$ cat config.mk
export PLATFORM = sky130hd
export DESIGN_NAME = io_accum_cmd_unit
export DESIGN_NICKNAME = d
export VERILOG_FILES = /design/src/io_accum_pkg.sv /design/src/div_if.sv /design/src/signed_divider.sv /design/src/io_accum_cmd_unit.sv
export SDC_FILE = /design/constraint.sdc
export NUM_CORES = 2
export LEC_CHECK = 0
export BUFFER_PORTS_ARGS = -buffer_cell sky130_fd_sc_hd__buf_2
export CAP_MARGIN = 20
export CORE_AREA = 4 4 329 331
export DETAILED_ROUTE_END_ITERATION = 8
export DIE_AREA = 0 0 333 335
export PLACE_DENSITY_LB_ADDON = 0.2
export SYNTH_ARGS = -nofsm -noshare
export SYNTH_HDL_FRONTEND = slang
export SYNTH_SLANG_ARGS = --single-unit
export TNS_END_PERCENT = 10
$ cat constraint.sdc
create_clock -name clk -period 21.9 [get_ports clk]
set_input_delay 3.285 -clock clk [delete_from_list [all_inputs] [get_ports clk]]
set_output_delay 3.285 -clock clk [all_outputs]
set_load 0.02 [all_outputs]
$ cat src/io_accum_pkg.sv
// constants and types for the i/o read and accumulator command unit
// assumes a 32-bit ahb-lite register bus and a 50 MHz system clock
package io_accum_pkg;
  // instruction codes
  localparam logic [7:0] INSTR_READ_IO = 8'h0F;
  localparam logic [7:0] INSTR_ARITH = 8'h13;
  localparam logic [7:0] INSTR_COMPARE = 8'h14;
  localparam logic [7:0] INSTR_COND_JUMP = 8'h15;
  // reply status codes
  localparam logic [7:0] STATUS_OK = 8'h64;
  localparam logic [7:0] STATUS_BAD_CSUM = 8'h01;
  localparam logic [7:0] STATUS_BAD_CMD = 8'h02;
  localparam logic [7:0] STATUS_BAD_TYPE = 8'h03;
  localparam logic [7:0] STATUS_BAD_VALUE = 8'h04;
  // arithmetic operations
  localparam logic [7:0] OP_ADD = 8'h00;
  localparam logic [7:0] OP_SUB = 8'h01;
  localparam logic [7:0] OP_MUL = 8'h02;
  localparam logic [7:0] OP_DIV = 8'h03;
  localparam logic [7:0] OP_MOD = 8'h04;
  localparam logic [7:0] OP_AND = 8'h05;
  localparam logic [7:0] OP_OR = 8'h06;
  localparam logic [7:0] OP_XOR = 8'h07;
  localparam logic [7:0] OP_NOT = 8'h08;
  localparam logic [7:0] OP_LOAD = 8'h09;
  // jump conditions
  localparam logic [7:0] JC_ZERO = 8'h00;
  localparam logic [7:0] JC_NOT_ZERO = 8'h01;
  localparam logic [7:0] JC_EQ = 8'h02;
  localparam logic [7:0] JC_NE = 8'h03;
  localparam logic [7:0] JC_GT = 8'h04;
  localparam logic [7:0] JC_GE = 8'h05;
  localparam logic [7:0] JC_LT = 8'h06;
  localparam logic [7:0] JC_LE = 8'h07;
  // banks and ports
  localparam logic [7:0] BANK_DIG_IN = 8'h00;
  localparam logic [7:0] BANK_ANALOG_IN = 8'h01;
  localparam logic [7:0] BANK_DIG_OUT = 8'h02;
  localparam logic [7:0] PORT_LINE0 = 8'h00;
  localparam logic [7:0] PORT_LINE1 = 8'h01;
  localparam logic [7:0] PORT_SUPPLY = 8'h08;
  localparam logic [7:0] PORT_TEMP = 8'h09;
  localparam logic [7:0] PORT_SHUTDOWN = 8'h0A;
  localparam logic [7:0] PORT_ENC_ZERO = 8'h0B;
  localparam logic [7:0] PORT_ALL_INPUTS = 8'hFF;
  // register byte offsets
  localparam logic [7:0] OFF_CMD_CODE = 8'h00;
  localparam logic [7:0] OFF_CMD_VALUE = 8'h04;
  localparam logic [7:0] OFF_CTRL = 8'h08;
  localparam logic [7:0] OFF_ADDR = 8'h0C;
  localparam logic [7:0] OFF_ACCUM = 8'h10;
  localparam logic [7:0] OFF_FLAGS = 8'h14;
  localparam logic [7:0] OFF_REPLY_HDR = 8'h18;
  localparam logic [7:0] OFF_REPLY_VALUE = 8'h1C;
  localparam logic [7:0] OFF_REPLY_CSUM = 8'h20;
  // field positions
  localparam int FLD_INSTR_LSB = 0;
  localparam int FLD_TYPE_LSB = 8;
  localparam int FLD_BANK_LSB = 16;
  localparam int FLD_CSUM_LSB = 24;
  localparam int CTRL_GO_BIT = 0;
  localparam int CTRL_MODE_BIT = 1;
  // reset values
  localparam logic [7:0] HOST_ADDR_RST = 8'h02;
  localparam logic [7:0] TARGET_ADDR_RST = 8'h01;
  // divider step count
  localparam logic [5:0] DIV_STEPS = 6'h20;

  typedef enum logic [1:0] {ST_IDLE, ST_EXEC, ST_DIV, ST_REPLY} cmd_state_e;
endpackage

$ cat src/div_if.sv
// request and answer signals between the command unit and its divider
// assumes both ends run on the same clock
interface div_if;
  logic start;
  logic [31:0] dividend;
  logic [31:0] divisor;
  logic done;
  logic [31:0] quotient;
  logic [31:0] remainder;
  modport requester (output start, output dividend, output divisor, input done, input quotient, input remainder);
  modport unit (input start, input dividend, input divisor, output done, output quotient, output remainder);
endinterface

$ cat src/signed_divider.sv
// iterative signed 32-bit divider, quotient toward zero, remainder takes dividend sign
// assumes divisor is nonzero; start is ignored while busy
module signed_divider import io_accum_pkg::*; (
  input wire logic clk,
  input wire logic sys_rst,
  div_if.unit dv
);
  logic busy_reg;
  logic done_reg;
  logic [5:0] count_reg;
  logic [31:0] rem_reg;
  logic [31:0] quo_reg;
  logic [31:0] dvs_reg;
  logic neg_q_reg;
  logic neg_r_reg;
  logic [32:0] shifted;
  logic [32:0] trial;
  logic [31:0] dividend_mag;
  logic [31:0] divisor_mag;

  assign dividend_mag = dv.dividend[31] ? (~dv.dividend + 32'h00000001) : dv.dividend;
  assign divisor_mag = dv.divisor[31] ? (~dv.divisor + 32'h00000001) : dv.divisor;
  assign shifted = {rem_reg, quo_reg[31]};
  assign trial = shifted - {1'b0, dvs_reg};
  assign dv.done = done_reg;
  assign dv.quotient = neg_q_reg ? (~quo_reg + 32'h00000001) : quo_reg;
  assign dv.remainder = neg_r_reg ? (~rem_reg + 32'h00000001) : rem_reg;

  always_ff @(posedge clk) begin
    if (sys_rst) begin
      busy_reg <= 1'b0;
      done_reg <= 1'b0;
      count_reg <= 6'h00;
      rem_reg <= 32'h00000000;
      quo_reg <= 32'h00000000;
      dvs_reg <= 32'h00000000;
      neg_q_reg <= 1'b0;
      neg_r_reg <= 1'b0;
    end else if (!busy_reg && dv.start) begin
      busy_reg <= 1'b1;
      done_reg <= 1'b0;
      count_reg <= DIV_STEPS;
      rem_reg <= 32'h00000000;
      quo_reg <= dividend_mag;
      dvs_reg <= divisor_mag;
      neg_q_reg <= dv.dividend[31] ^ dv.divisor[31];
      neg_r_reg <= dv.dividend[31];
    end else if (busy_reg) begin
      // one restoring step per clock
      rem_reg <= trial[32] ? shifted[31:0] : trial[31:0];
      quo_reg <= {quo_reg[30:0], ~trial[32]};
      count_reg <= count_reg - 6'h01;
      busy_reg <= (count_reg != 6'h01);
      done_reg <= (count_reg == 6'h01);
    end else begin
      done_reg <= 1'b0;
    end
  end
endmodule // signed_divider

$ cat src/io_accum_cmd_unit.sv
// command unit: i/o port read, accumulator arithmetic and compare, over ahb-lite
// assumes the single ahb-lite master, synchronous inputs, one 50 MHz clock
// Contract
// read-input is code 15; type is port, bank 0 to 2, value ignored
// digital lines read 0 or 1; converter channels read 0 to 4095
// in stand-alone mode the read value is copied into the accumulator
// in direct mode the read value goes to the reply only
// bank 0 ports 0 and 1 return the two general inputs
// analog-capable lines read digitally and analog at once, no mode change
// bank 0 port 255 puts all inputs as bits into accumulator low byte; code packs only the two general inputs, at bits 0 and 1
// bank 0 port 10 returns the shutdown input state
// bank 0 port 11 returns encoder near-zero state
// bank 1: ports 0,1 analog, 8 supply tenths volt, 9 temperature
// bank 2 ports 0 and 1 read back the two digital outputs
// arithmetic is code 19; type is operation, bank ignored, value is operand
// operations 0..9: add sub mul div mod and or xor invert load
// arithmetic result replaces the accumulator
// arithmetic and compare meant for stand-alone programs; not enforced
// compare is code 20; accumulator versus operand sets status flags
// flags drive conditional jump code 21, conditions 0 to 7
// direct-mode reply: host, target, status 100, instruction, value, checksum
// value is 32-bit msb first; checksum is byte sum mod 256
module io_accum_cmd_unit import io_accum_pkg::*; (
  input wire logic clk,
  input wire logic sys_rst,
  input wire logic hsel,
  input wire logic [31:0] haddr,
  input wire logic [1:0] htrans,
  input wire logic hwrite,
  input wire logic [2:0] hsize,
  input wire logic [31:0] hwdata,
  input wire logic hready,
  output logic [31:0] hrdata,
  output logic hreadyout,
  output logic hresp,
  input wire logic general_input_zero,
  input wire logic general_input_one,
  input wire logic shutdown_in,
  input wire logic enc_near_zero,
  input wire logic [11:0] adc_line0,
  input wire logic [11:0] adc_line1,
  input wire logic [15:0] supply_tenths_v,
  input wire logic [15:0] temp_celsius,
  input wire logic general_output_zero,
  input wire logic general_output_one
);
  // bus slave state
  logic wr_pend_reg;
  logic wr_hit_reg;
  logic [7:0] wr_off_reg;
  logic rd_pend_reg;
  logic rd_hit_reg;
  logic [7:0] rd_off_reg;
  logic [31:0] hrdata_reg;
  logic hreadyout_reg;
  logic hresp_reg;
  // command and result state
  logic [31:0] cmd_code_reg;
  logic [31:0] cmd_value_reg;
  logic [31:0] accum_reg;
  logic [31:0] reply_value_reg;
  logic mode_reg;
  logic [7:0] host_addr_reg;
  logic [7:0] target_addr_reg;
  logic [7:0] status_reg;
  logic [7:0] reply_instr_reg;
  logic [7:0] reply_csum_reg;
  logic reply_valid_reg;
  logic flag_eq_reg;
  logic flag_gt_reg;
  logic flag_lt_reg;
  logic jump_taken_reg;
  cmd_state_e state_reg;
  cmd_state_e state_next;

  div_if div_bus();

  signed_divider u_div (
    .clk(clk),
    .sys_rst(sys_rst),
    .dv(div_bus.unit)
  );

  // bus decode
  logic addr_phase;
  logic idle;
  logic wr_ok;
  logic wr_cmd_code;
  logic wr_cmd_value;
  logic wr_ctrl;
  logic wr_addr;
  logic go;
  logic [31:0] rd_data;

  assign addr_phase = hsel & htrans[1] & hready;
  assign idle = (state_reg == ST_IDLE);
  // command registers are locked while a command runs
  assign wr_ok = wr_pend_reg & wr_hit_reg & idle;
  assign wr_cmd_code = wr_ok & (wr_off_reg == OFF_CMD_CODE);
  assign wr_cmd_value = wr_ok & (wr_off_reg == OFF_CMD_VALUE);
  assign wr_ctrl = wr_ok & (wr_off_reg == OFF_CTRL);
  assign wr_addr = wr_ok & (wr_off_reg == OFF_ADDR);
  assign go = wr_ctrl & hwdata[CTRL_GO_BIT];

  assign rd_data = !rd_hit_reg ? 32'h00000000 :
                   (rd_off_reg == OFF_CMD_CODE) ? cmd_code_reg :
                   (rd_off_reg == OFF_CMD_VALUE) ? cmd_value_reg :
                   (rd_off_reg == OFF_CTRL) ? {30'h00000000, mode_reg, ~idle} :
                   (rd_off_reg == OFF_ADDR) ? {16'h0000, target_addr_reg, host_addr_reg} :
                   (rd_off_reg == OFF_ACCUM) ? accum_reg :
                   (rd_off_reg == OFF_FLAGS) ? {28'h0000000, jump_taken_reg, flag_lt_reg, flag_gt_reg, flag_eq_reg} :
                   (rd_off_reg == OFF_REPLY_HDR) ? {reply_instr_reg, status_reg, target_addr_reg, host_addr_reg} :
                   (rd_off_reg == OFF_REPLY_VALUE) ? reply_value_reg :
                   (rd_off_reg == OFF_REPLY_CSUM) ? {23'h000000, reply_valid_reg, reply_csum_reg} :
                   32'h00000000;

  // command fields
  logic [7:0] instr;
  logic [7:0] typ;
  logic [7:0] bank;
  logic [7:0] csum_in;
  logic [31:0] operand;
  logic [7:0] csum_accumulator_arith_cmd;
  logic csum_ok;
  logic standalone;

  assign instr = cmd_code_reg[FLD_INSTR_LSB +: 8];
  assign typ = cmd_code_reg[FLD_TYPE_LSB +: 8];
  assign bank = cmd_code_reg[FLD_BANK_LSB +: 8];
  assign csum_in = cmd_code_reg[FLD_CSUM_LSB +: 8];
  assign operand = cmd_value_reg;
  assign standalone = mode_reg;
  assign csum_accumulator_arith_cmd = target_addr_reg + instr + typ + bank + operand[31:24] + operand[23:16]
                     + operand[15:8] + operand[7:0];
  // stored programs carry no frame, so only direct frames are checked
  assign csum_ok = standalone | (csum_accumulator_arith_cmd == csum_in);

  logic is_read_io;
  logic is_arith;
  logic is_compare;
  logic is_jump;
  assign is_read_io = (instr == INSTR_READ_IO);
  assign is_arith = (instr == INSTR_ARITH);
  assign is_compare = (instr == INSTR_COMPARE);
  assign is_jump = (instr == INSTR_COND_JUMP);

  // port read selection
  logic bank0_ok;
  logic bank1_ok;
  logic bank2_ok;
  logic [31:0] bank0_val;
  logic [31:0] bank1_val;
  logic [31:0] bank2_val;
  logic io_bank_ok;
  logic io_port_ok;
  logic [31:0] io_value;

  assign bank0_ok = (typ == PORT_LINE0) | (typ == PORT_LINE1) | (typ == PORT_SHUTDOWN)
                    | (typ == PORT_ENC_ZERO) | (typ == PORT_ALL_INPUTS);
  assign bank0_val = (typ == PORT_LINE0) ? {31'h00000000, general_input_zero} :
                     (typ == PORT_LINE1) ? {31'h00000000, general_input_one} :
                     (typ == PORT_SHUTDOWN) ? {31'h00000000, shutdown_in} :
                     (typ == PORT_ENC_ZERO) ? {31'h00000000, enc_near_zero} :
                     {24'h000000, 6'h00, general_input_one, general_input_zero};
  assign bank1_ok = (typ == PORT_LINE0) | (typ == PORT_LINE1) | (typ == PORT_SUPPLY) | (typ == PORT_TEMP);
  assign bank1_val = (typ == PORT_LINE0) ? {20'h00000, adc_line0} :
                     (typ == PORT_LINE1) ? {20'h00000, adc_line1} :
                     (typ == PORT_SUPPLY) ? {16'h0000, supply_tenths_v} :
                     {{16{temp_celsius[15]}}, temp_celsius};
  assign bank2_ok = (typ == PORT_LINE0) | (typ == PORT_LINE1);
  assign bank2_val = (typ == PORT_LINE0) ? {31'h00000000, general_output_zero} :
                     {31'h00000000, general_output_one};
  assign io_bank_ok = (bank == BANK_DIG_IN) | (bank == BANK_ANALOG_IN) | (bank == BANK_DIG_OUT);
  assign io_port_ok = (bank == BANK_DIG_IN) ? bank0_ok : (bank == BANK_ANALOG_IN) ? bank1_ok : bank2_ok;
  assign io_value = (bank == BANK_DIG_IN) ? bank0_val : (bank == BANK_ANALOG_IN) ? bank1_val : bank2_val;

  // accumulator arithmetic
  logic op_ok;
  logic is_divmod;
  logic [31:0] alu_result;

  assign op_ok = (typ <= OP_LOAD);
  assign is_divmod = (typ == OP_DIV) | (typ == OP_MOD);
  assign alu_result = (typ == OP_ADD) ? accum_reg + operand :
                      (typ == OP_SUB) ? accum_reg - operand :
                      (typ == OP_MUL) ? accum_reg * operand :
                      (typ == OP_AND) ? accum_reg & operand :
                      (typ == OP_OR) ? accum_reg | operand :
                      (typ == OP_XOR) ? accum_reg ^ operand :
                      (typ == OP_NOT) ? ~accum_reg :
                      operand;

  // compare and jump conditions
  logic cmp_eq;
  logic cmp_gt;
  logic cmp_lt;
  logic jump_taken;

  assign cmp_eq = (accum_reg == operand);
  assign cmp_gt = ($signed(accum_reg) > $signed(operand));
  assign cmp_lt = ($signed(accum_reg) < $signed(operand));
  assign jump_taken = ((typ == JC_ZERO) | (typ == JC_EQ)) ? flag_eq_reg :
                      ((typ == JC_NOT_ZERO) | (typ == JC_NE)) ? ~flag_eq_reg :
                      (typ == JC_GT) ? flag_gt_reg :
                      (typ == JC_GE) ? (flag_gt_reg | flag_eq_reg) :
                      (typ == JC_LT) ? flag_lt_reg :
                      (flag_lt_reg | flag_eq_reg);

  // execution outcome
  logic [7:0] exec_status;
  logic exec_ok;
  logic [31:0] exec_value;
  logic acc_we;
  logic [31:0] acc_val;
  logic div_go;

  assign exec_status = !csum_ok ? STATUS_BAD_CSUM :
                       is_read_io ? (!io_bank_ok ? STATUS_BAD_VALUE : !io_port_ok ? STATUS_BAD_TYPE : STATUS_OK) :
                       is_arith ? (!op_ok ? STATUS_BAD_TYPE :
                                   (is_divmod & (operand == 32'h00000000)) ? STATUS_BAD_VALUE : STATUS_OK) :
                       is_compare ? STATUS_OK :
                       is_jump ? ((typ > JC_LE) ? STATUS_BAD_TYPE : STATUS_OK) :
                       STATUS_BAD_CMD;
  assign exec_ok = (exec_status == STATUS_OK);
  // arithmetic replies with its operand
  assign exec_value = is_read_io ? io_value : is_jump ? {31'h00000000, jump_taken} : operand;
  assign acc_we = exec_ok & ((is_read_io & standalone) | (is_arith & ~is_divmod));
  assign acc_val = is_read_io ? io_value : alu_result;
  assign div_go = (state_reg == ST_EXEC) & exec_ok & is_arith & is_divmod;

  assign div_bus.start = div_go;
  assign div_bus.dividend = accum_reg;
  assign div_bus.divisor = operand;

  // reply checksum over the finished reply fields
  logic [7:0] reply_csum;
  assign reply_csum = host_addr_reg + target_addr_reg + status_reg + reply_instr_reg + reply_value_reg[31:24]
                      + reply_value_reg[23:16] + reply_value_reg[15:8] + reply_value_reg[7:0];

  always_comb begin
    state_next = state_reg;
    unique case (state_reg)
      ST_IDLE: begin
        if (go) begin
          state_next = ST_EXEC;
        end
      end
      ST_EXEC: begin
        state_next = div_go ? ST_DIV : ST_REPLY;
      end
      ST_DIV: begin
        if (div_bus.done) begin
          state_next = ST_REPLY;
        end
      end
      ST_REPLY: begin
        state_next = ST_IDLE;
      end
    endcase
  end

  // ahb-lite slave: writes land in the data phase, reads take one wait state
  always_ff @(posedge clk) begin
    if (sys_rst) begin
      wr_pend_reg <= 1'b0;
      wr_hit_reg <= 1'b0;
      wr_off_reg <= 8'h00;
      rd_pend_reg <= 1'b0;
      rd_hit_reg <= 1'b0;
      rd_off_reg <= 8'h00;
      hrdata_reg <= 32'h00000000;
      hreadyout_reg <= 1'b1;
      hresp_reg <= 1'b0;
    end else begin
      wr_pend_reg <= addr_phase & hwrite;
      rd_pend_reg <= addr_phase & ~hwrite;
      if (addr_phase) begin
        wr_off_reg <= haddr[7:0];
        rd_off_reg <= haddr[7:0];
        wr_hit_reg <= (haddr[31:8] == 24'h000000);
        rd_hit_reg <= (haddr[31:8] == 24'h000000);
      end
      hreadyout_reg <= ~(addr_phase & ~hwrite);
      if (rd_pend_reg) begin
        hrdata_reg <= rd_data;
      end
      hresp_reg <= 1'b0;
    end
  end

  // software-written command registers
  always_ff @(posedge clk) begin
    if (sys_rst) begin
      cmd_code_reg <= 32'h00000000;
      cmd_value_reg <= 32'h00000000;
      mode_reg <= 1'b0;
      host_addr_reg <= HOST_ADDR_RST;
      target_addr_reg <= TARGET_ADDR_RST;
    end else begin
      if (wr_cmd_code) begin
        cmd_code_reg <= hwdata;
      end
      if (wr_cmd_value) begin
        cmd_value_reg <= hwdata;
      end
      if (wr_ctrl) begin
        mode_reg <= hwdata[CTRL_MODE_BIT];
      end
      if (wr_addr) begin
        host_addr_reg <= hwdata[7:0];
        target_addr_reg <= hwdata[15:8];
      end
    end
  end

  // accumulator and flags
  always_ff @(posedge clk) begin
    if (sys_rst) begin
      accum_reg <= 32'h00000000;
      flag_eq_reg <= 1'b0;
      flag_gt_reg <= 1'b0;
      flag_lt_reg <= 1'b0;
      jump_taken_reg <= 1'b0;
    end else if (state_reg == ST_EXEC) begin
      if (acc_we) begin
        accum_reg <= acc_val;
      end
      if (exec_ok & is_compare) begin
        flag_eq_reg <= cmp_eq;
        flag_gt_reg <= cmp_gt;
        flag_lt_reg <= cmp_lt;
      end
      if (exec_ok & is_jump) begin
        jump_taken_reg <= jump_taken;
      end
    end else if ((state_reg == ST_DIV) && div_bus.done) begin
      accum_reg <= (typ == OP_DIV) ? div_bus.quotient : div_bus.remainder;
    end
  end

  // reply fields
  always_ff @(posedge clk) begin
    if (sys_rst) begin
      status_reg <= 8'h00;
      reply_instr_reg <= 8'h00;
      reply_value_reg <= 32'h00000000;
      reply_csum_reg <= 8'h00;
      reply_valid_reg <= 1'b0;
    end else begin
      if (go) begin
        reply_valid_reg <= 1'b0;
      end
      if (state_reg == ST_EXEC) begin
        status_reg <= exec_status;
        reply_instr_reg <= instr;
        reply_value_reg <= exec_ok ? exec_value : 32'h00000000;
      end
      if (state_reg == ST_REPLY) begin
        reply_csum_reg <= reply_csum;
        reply_valid_reg <= ~standalone;
      end
    end
  end

  always_ff @(posedge clk) begin
    if (sys_rst) begin
      state_reg <= ST_IDLE;
    end else begin
      state_reg <= state_next;
    end
  end

  assign hrdata = hrdata_reg;
  assign hreadyout = hreadyout_reg;
  assign hresp = hresp_reg;
endmodule // io_accum_cmd_unit

==> impl_metrics.toml <==
[run_status]
outcome = "finished, final reports clean"

[cts]
cts.hold.buffers_added = 0
clk_latency_ns = 0.56
cts_tree = "built"
cts_buffer_depth = 3
numCtsBuffers = 35
path_clk_slew_ns = 0.06
cts_setup_buffers = 0
cts-resized-gates = 0
h-tree-depth = 2
cts_root_buffer = "clkbuf_16"
cts.sinks = 322

[logic_synthesis]
synth_nets = 6268
ys_top_cells_by_area = "fa_1, dfxtp_1, ha_1, nand2_1, nor2_1"
synthFlopType = "dfxtp_1"
ys_ff_latch = 322
yosysTopAreaCell = "fa_1"
ys_types = 97
synth_seq_area_share = 0.1540
yosys_warnings = 0
syn_area_per_cell_um2 = 7.798
synthArstFlopShare = 0
synth_top_area_share = 0.2330
synthesis.area_um2 = 41850
synth_edf_count = 0
syn_inst = 5366

[routing]
drt_first_pass_iters = 6
vias = 40100
drcViolationCount = 0
drtAntennaViolNets = 0
wl_per_cell_um = 27.26
wirelength_um = 184100
post_drt_via_cell_ratio = 5.937
dr.first_iter.drc_count = 4425

[final_layout]
instances_no_fill = 6754
layout_common_cells = "nand2_1, nor2_1, inv_1"
final_common_cell = "nand2_1"
drive_gt1_frac = 0.07744
fin_nets = 6237
area_growth_pct = 8.264
finalInstanceArea_um2 = 45300
fillers = 10870

[floorplanning]
io_pins = 170
num_rows = 119
die_area_um2 = 111600
initial_core_util = 0.3981
fp.dieW_um = 333
die_h_um = 335
core_um2 = 105100

[timing]
slew_headroom = 0.1802
final.setup.worst_slack_ns = 12.66
finalSetupViolCount = 0
drv_slew = 0
period_minus_slack_ns = 9.242
tightest_slew_ns = 1.222
setup_tns_ns = 0
hold_violations = 0
timing.final.crit_share = 0.4220
fmax_ghz = 0.1082
skew_ns = 0.02979
rsz0062_at_grt = "no"

[critical_path]
critPathMaxStageDelay_ns = 0.92
required_ns = 22.35
cpMostUsedCell = "fa_1"
worst-path-max-fanout = 17
cp-start-kind = "flip-flop"
arrival_ns = 9.69
slowest_stage = "clkinv_1"
critPathCaptureType = "flip-flop"
ff2ff_path_depth = 26
path_class = "flip-flop to flip-flop"

[power_and_ir_drop]
p_leak_nw = 18.83
switching_power_mw = 0.3431
clkPwrFrac = 0.484
p_per_area_nw_per_um2 = 29.22
sequentialPowerShare = 0.445
p_sw_frac = 0.2591
comb_power_share = 0.071
irDropWorstVdd_uv = 70.45
cell_internal_pwr_mw = 0.9808

[grt]
grt_usage = 0.3230
overflow = 0
grt_pass1_wl_um = 268900
grt_antenna_before_repair = 2
grt_max_degree = 132
grt_pass1_vias = 38810

[run]
maxCapViolations = 0

[placed_design]
placed_area_um2 = 44110
hpwl_um = 134000
dp.cells = 6689
place.gp.congestion = 1.016
dp_slack_ns = 12.79
port-buffer-count = 164

[min_path]
holdCritPathClass = "flip-flop to flip-flop"
whs_path_depth = 2
[worst paths after layout]
path                              startpoint                         end  slack [ns]
setup / recovery  accum_reg[10]$_SDFFE_PP0P_  accum_reg[27]$_SDFFE_PP0P_       12.66
hold / removal    accum_reg[12]$_SDFFE_PP0P_  accum_reg[12]$_SDFFE_PP0P_        0.45
hold reg to reg   accum_reg[12]$_SDFFE_PP0P_  accum_reg[12]$_SDFFE_PP0P_        0.45
setup reg to reg  accum_reg[10]$_SDFFE_PP0P_  accum_reg[27]$_SDFFE_PP0P_       12.66
[area by class of cell]
type,instances,area (µm²),area share
clock buffer,44,949.7,0.02096
tap,1391,1740,0.03842
antenna,4,10.01,0.0002209
clock inverter,17,234.0,0.005165
timing repair buffer,295,1814,0.04005
inverter,628,2357,0.05203
sequential,322,6451,0.1424
multi-input combinational,4053,31750,0.7008
[power by group through the flow]
| stage | Clock, mW | Sequential [mW] | Combinational, mW |
|---|---|---|---|
| 2_1_floorplan | 0 | 0.602 | 0.0500 |
| 3_3_place_gp | 0 | 0.602 | 0.0908 |
| 3_5_place_dp | 0 | 0.602 | 0.0909 |
| 4_1_cts | 0.648 | 0.589 | 0.0911 |
| 5_1_grt | 0.670 | 0.589 | 0.0983 |
| 6_report | 0.641 | 0.589 | 0.0942 |
[routing by layer]
| metal | share of wire | routed length (µm) | vias up | GRT usage |
|---|---|---|---|---|
| met2 | 0.43 | 78460 | 2027 | 0.4890 |
| met4 | 0.063 | 11590 | 0 | 0.1651 |
| met1 | 0.41 | 76150 | 19890 | 0.4361 |
| met5 | 0 | 0 | - | 0 |
| li1 | - | - | 17790 | - |
| met3 | 0.097 | 17920 | 386 | 0.06860 |
[Yosys cell counts, types with 36 or more instances]
master and n:
nand3_1 44, a22oi_1 74, o22ai_1 45, inv_1 612, fa_1 487, a211oi_1 107, mux2i_1 43, xor2_1 75
o31ai_1 46, dfxtp_1 322, nand2_1 698, nor2_1 659, clkbuf_1 302, o21ai_0 223, buf_1 36, xnor2_1 221
ha_1 279, nor3_1 45, a21oi_1 383, o211ai_1 100, a21o_1 43
[stage by stage]
stage | hold slack, ns | util | total power [mW]
floorplan | 0.4362 | - | 0.6515
global placement | 0.4391 | 0.4195 | 0.6926
detailed placement | 0.4454 | 0.4196 | 0.6928
CTS | 0.4542 | 0.4309 | 1.328
global route | 0.4686 | 0.4309 | 1.357
finish | 0.4518 | 0.4310 | 1.324
[critical path, delay by kind of cell, from the launching register on]
kind / cells / cell delay, ns
compound gates: 7 / 2.12
fa+ha+maj: 9 / 4.39
buf+inv: 6 / 1.53
flops: 1 / 0.30
simple gates: 4 / 0.77
[cells by family (layout without fill, tap and decap cells)]
kind of cell | Yosys count | count (layout) | share of synthesized area
AO/OA/AOI/OAI | 1272 | 1272 | 0.1970
multiplexers | 46 | 46 | 0.01109
XOR/XNOR | 297 | 297 | 0.06249
AND/OR/NAND/NOR | 1671 | 1671 | 0.1688
adder cells (fa/ha/maj) | 766 | 766 | 0.3164
buffers and inverters | 991 | 984 | 0.09000
other | 1 | 5 | 0.00008962
flip-flops | 322 | 322 | 0.1540
No activity file was read; power rests on OpenSTA's default activity.
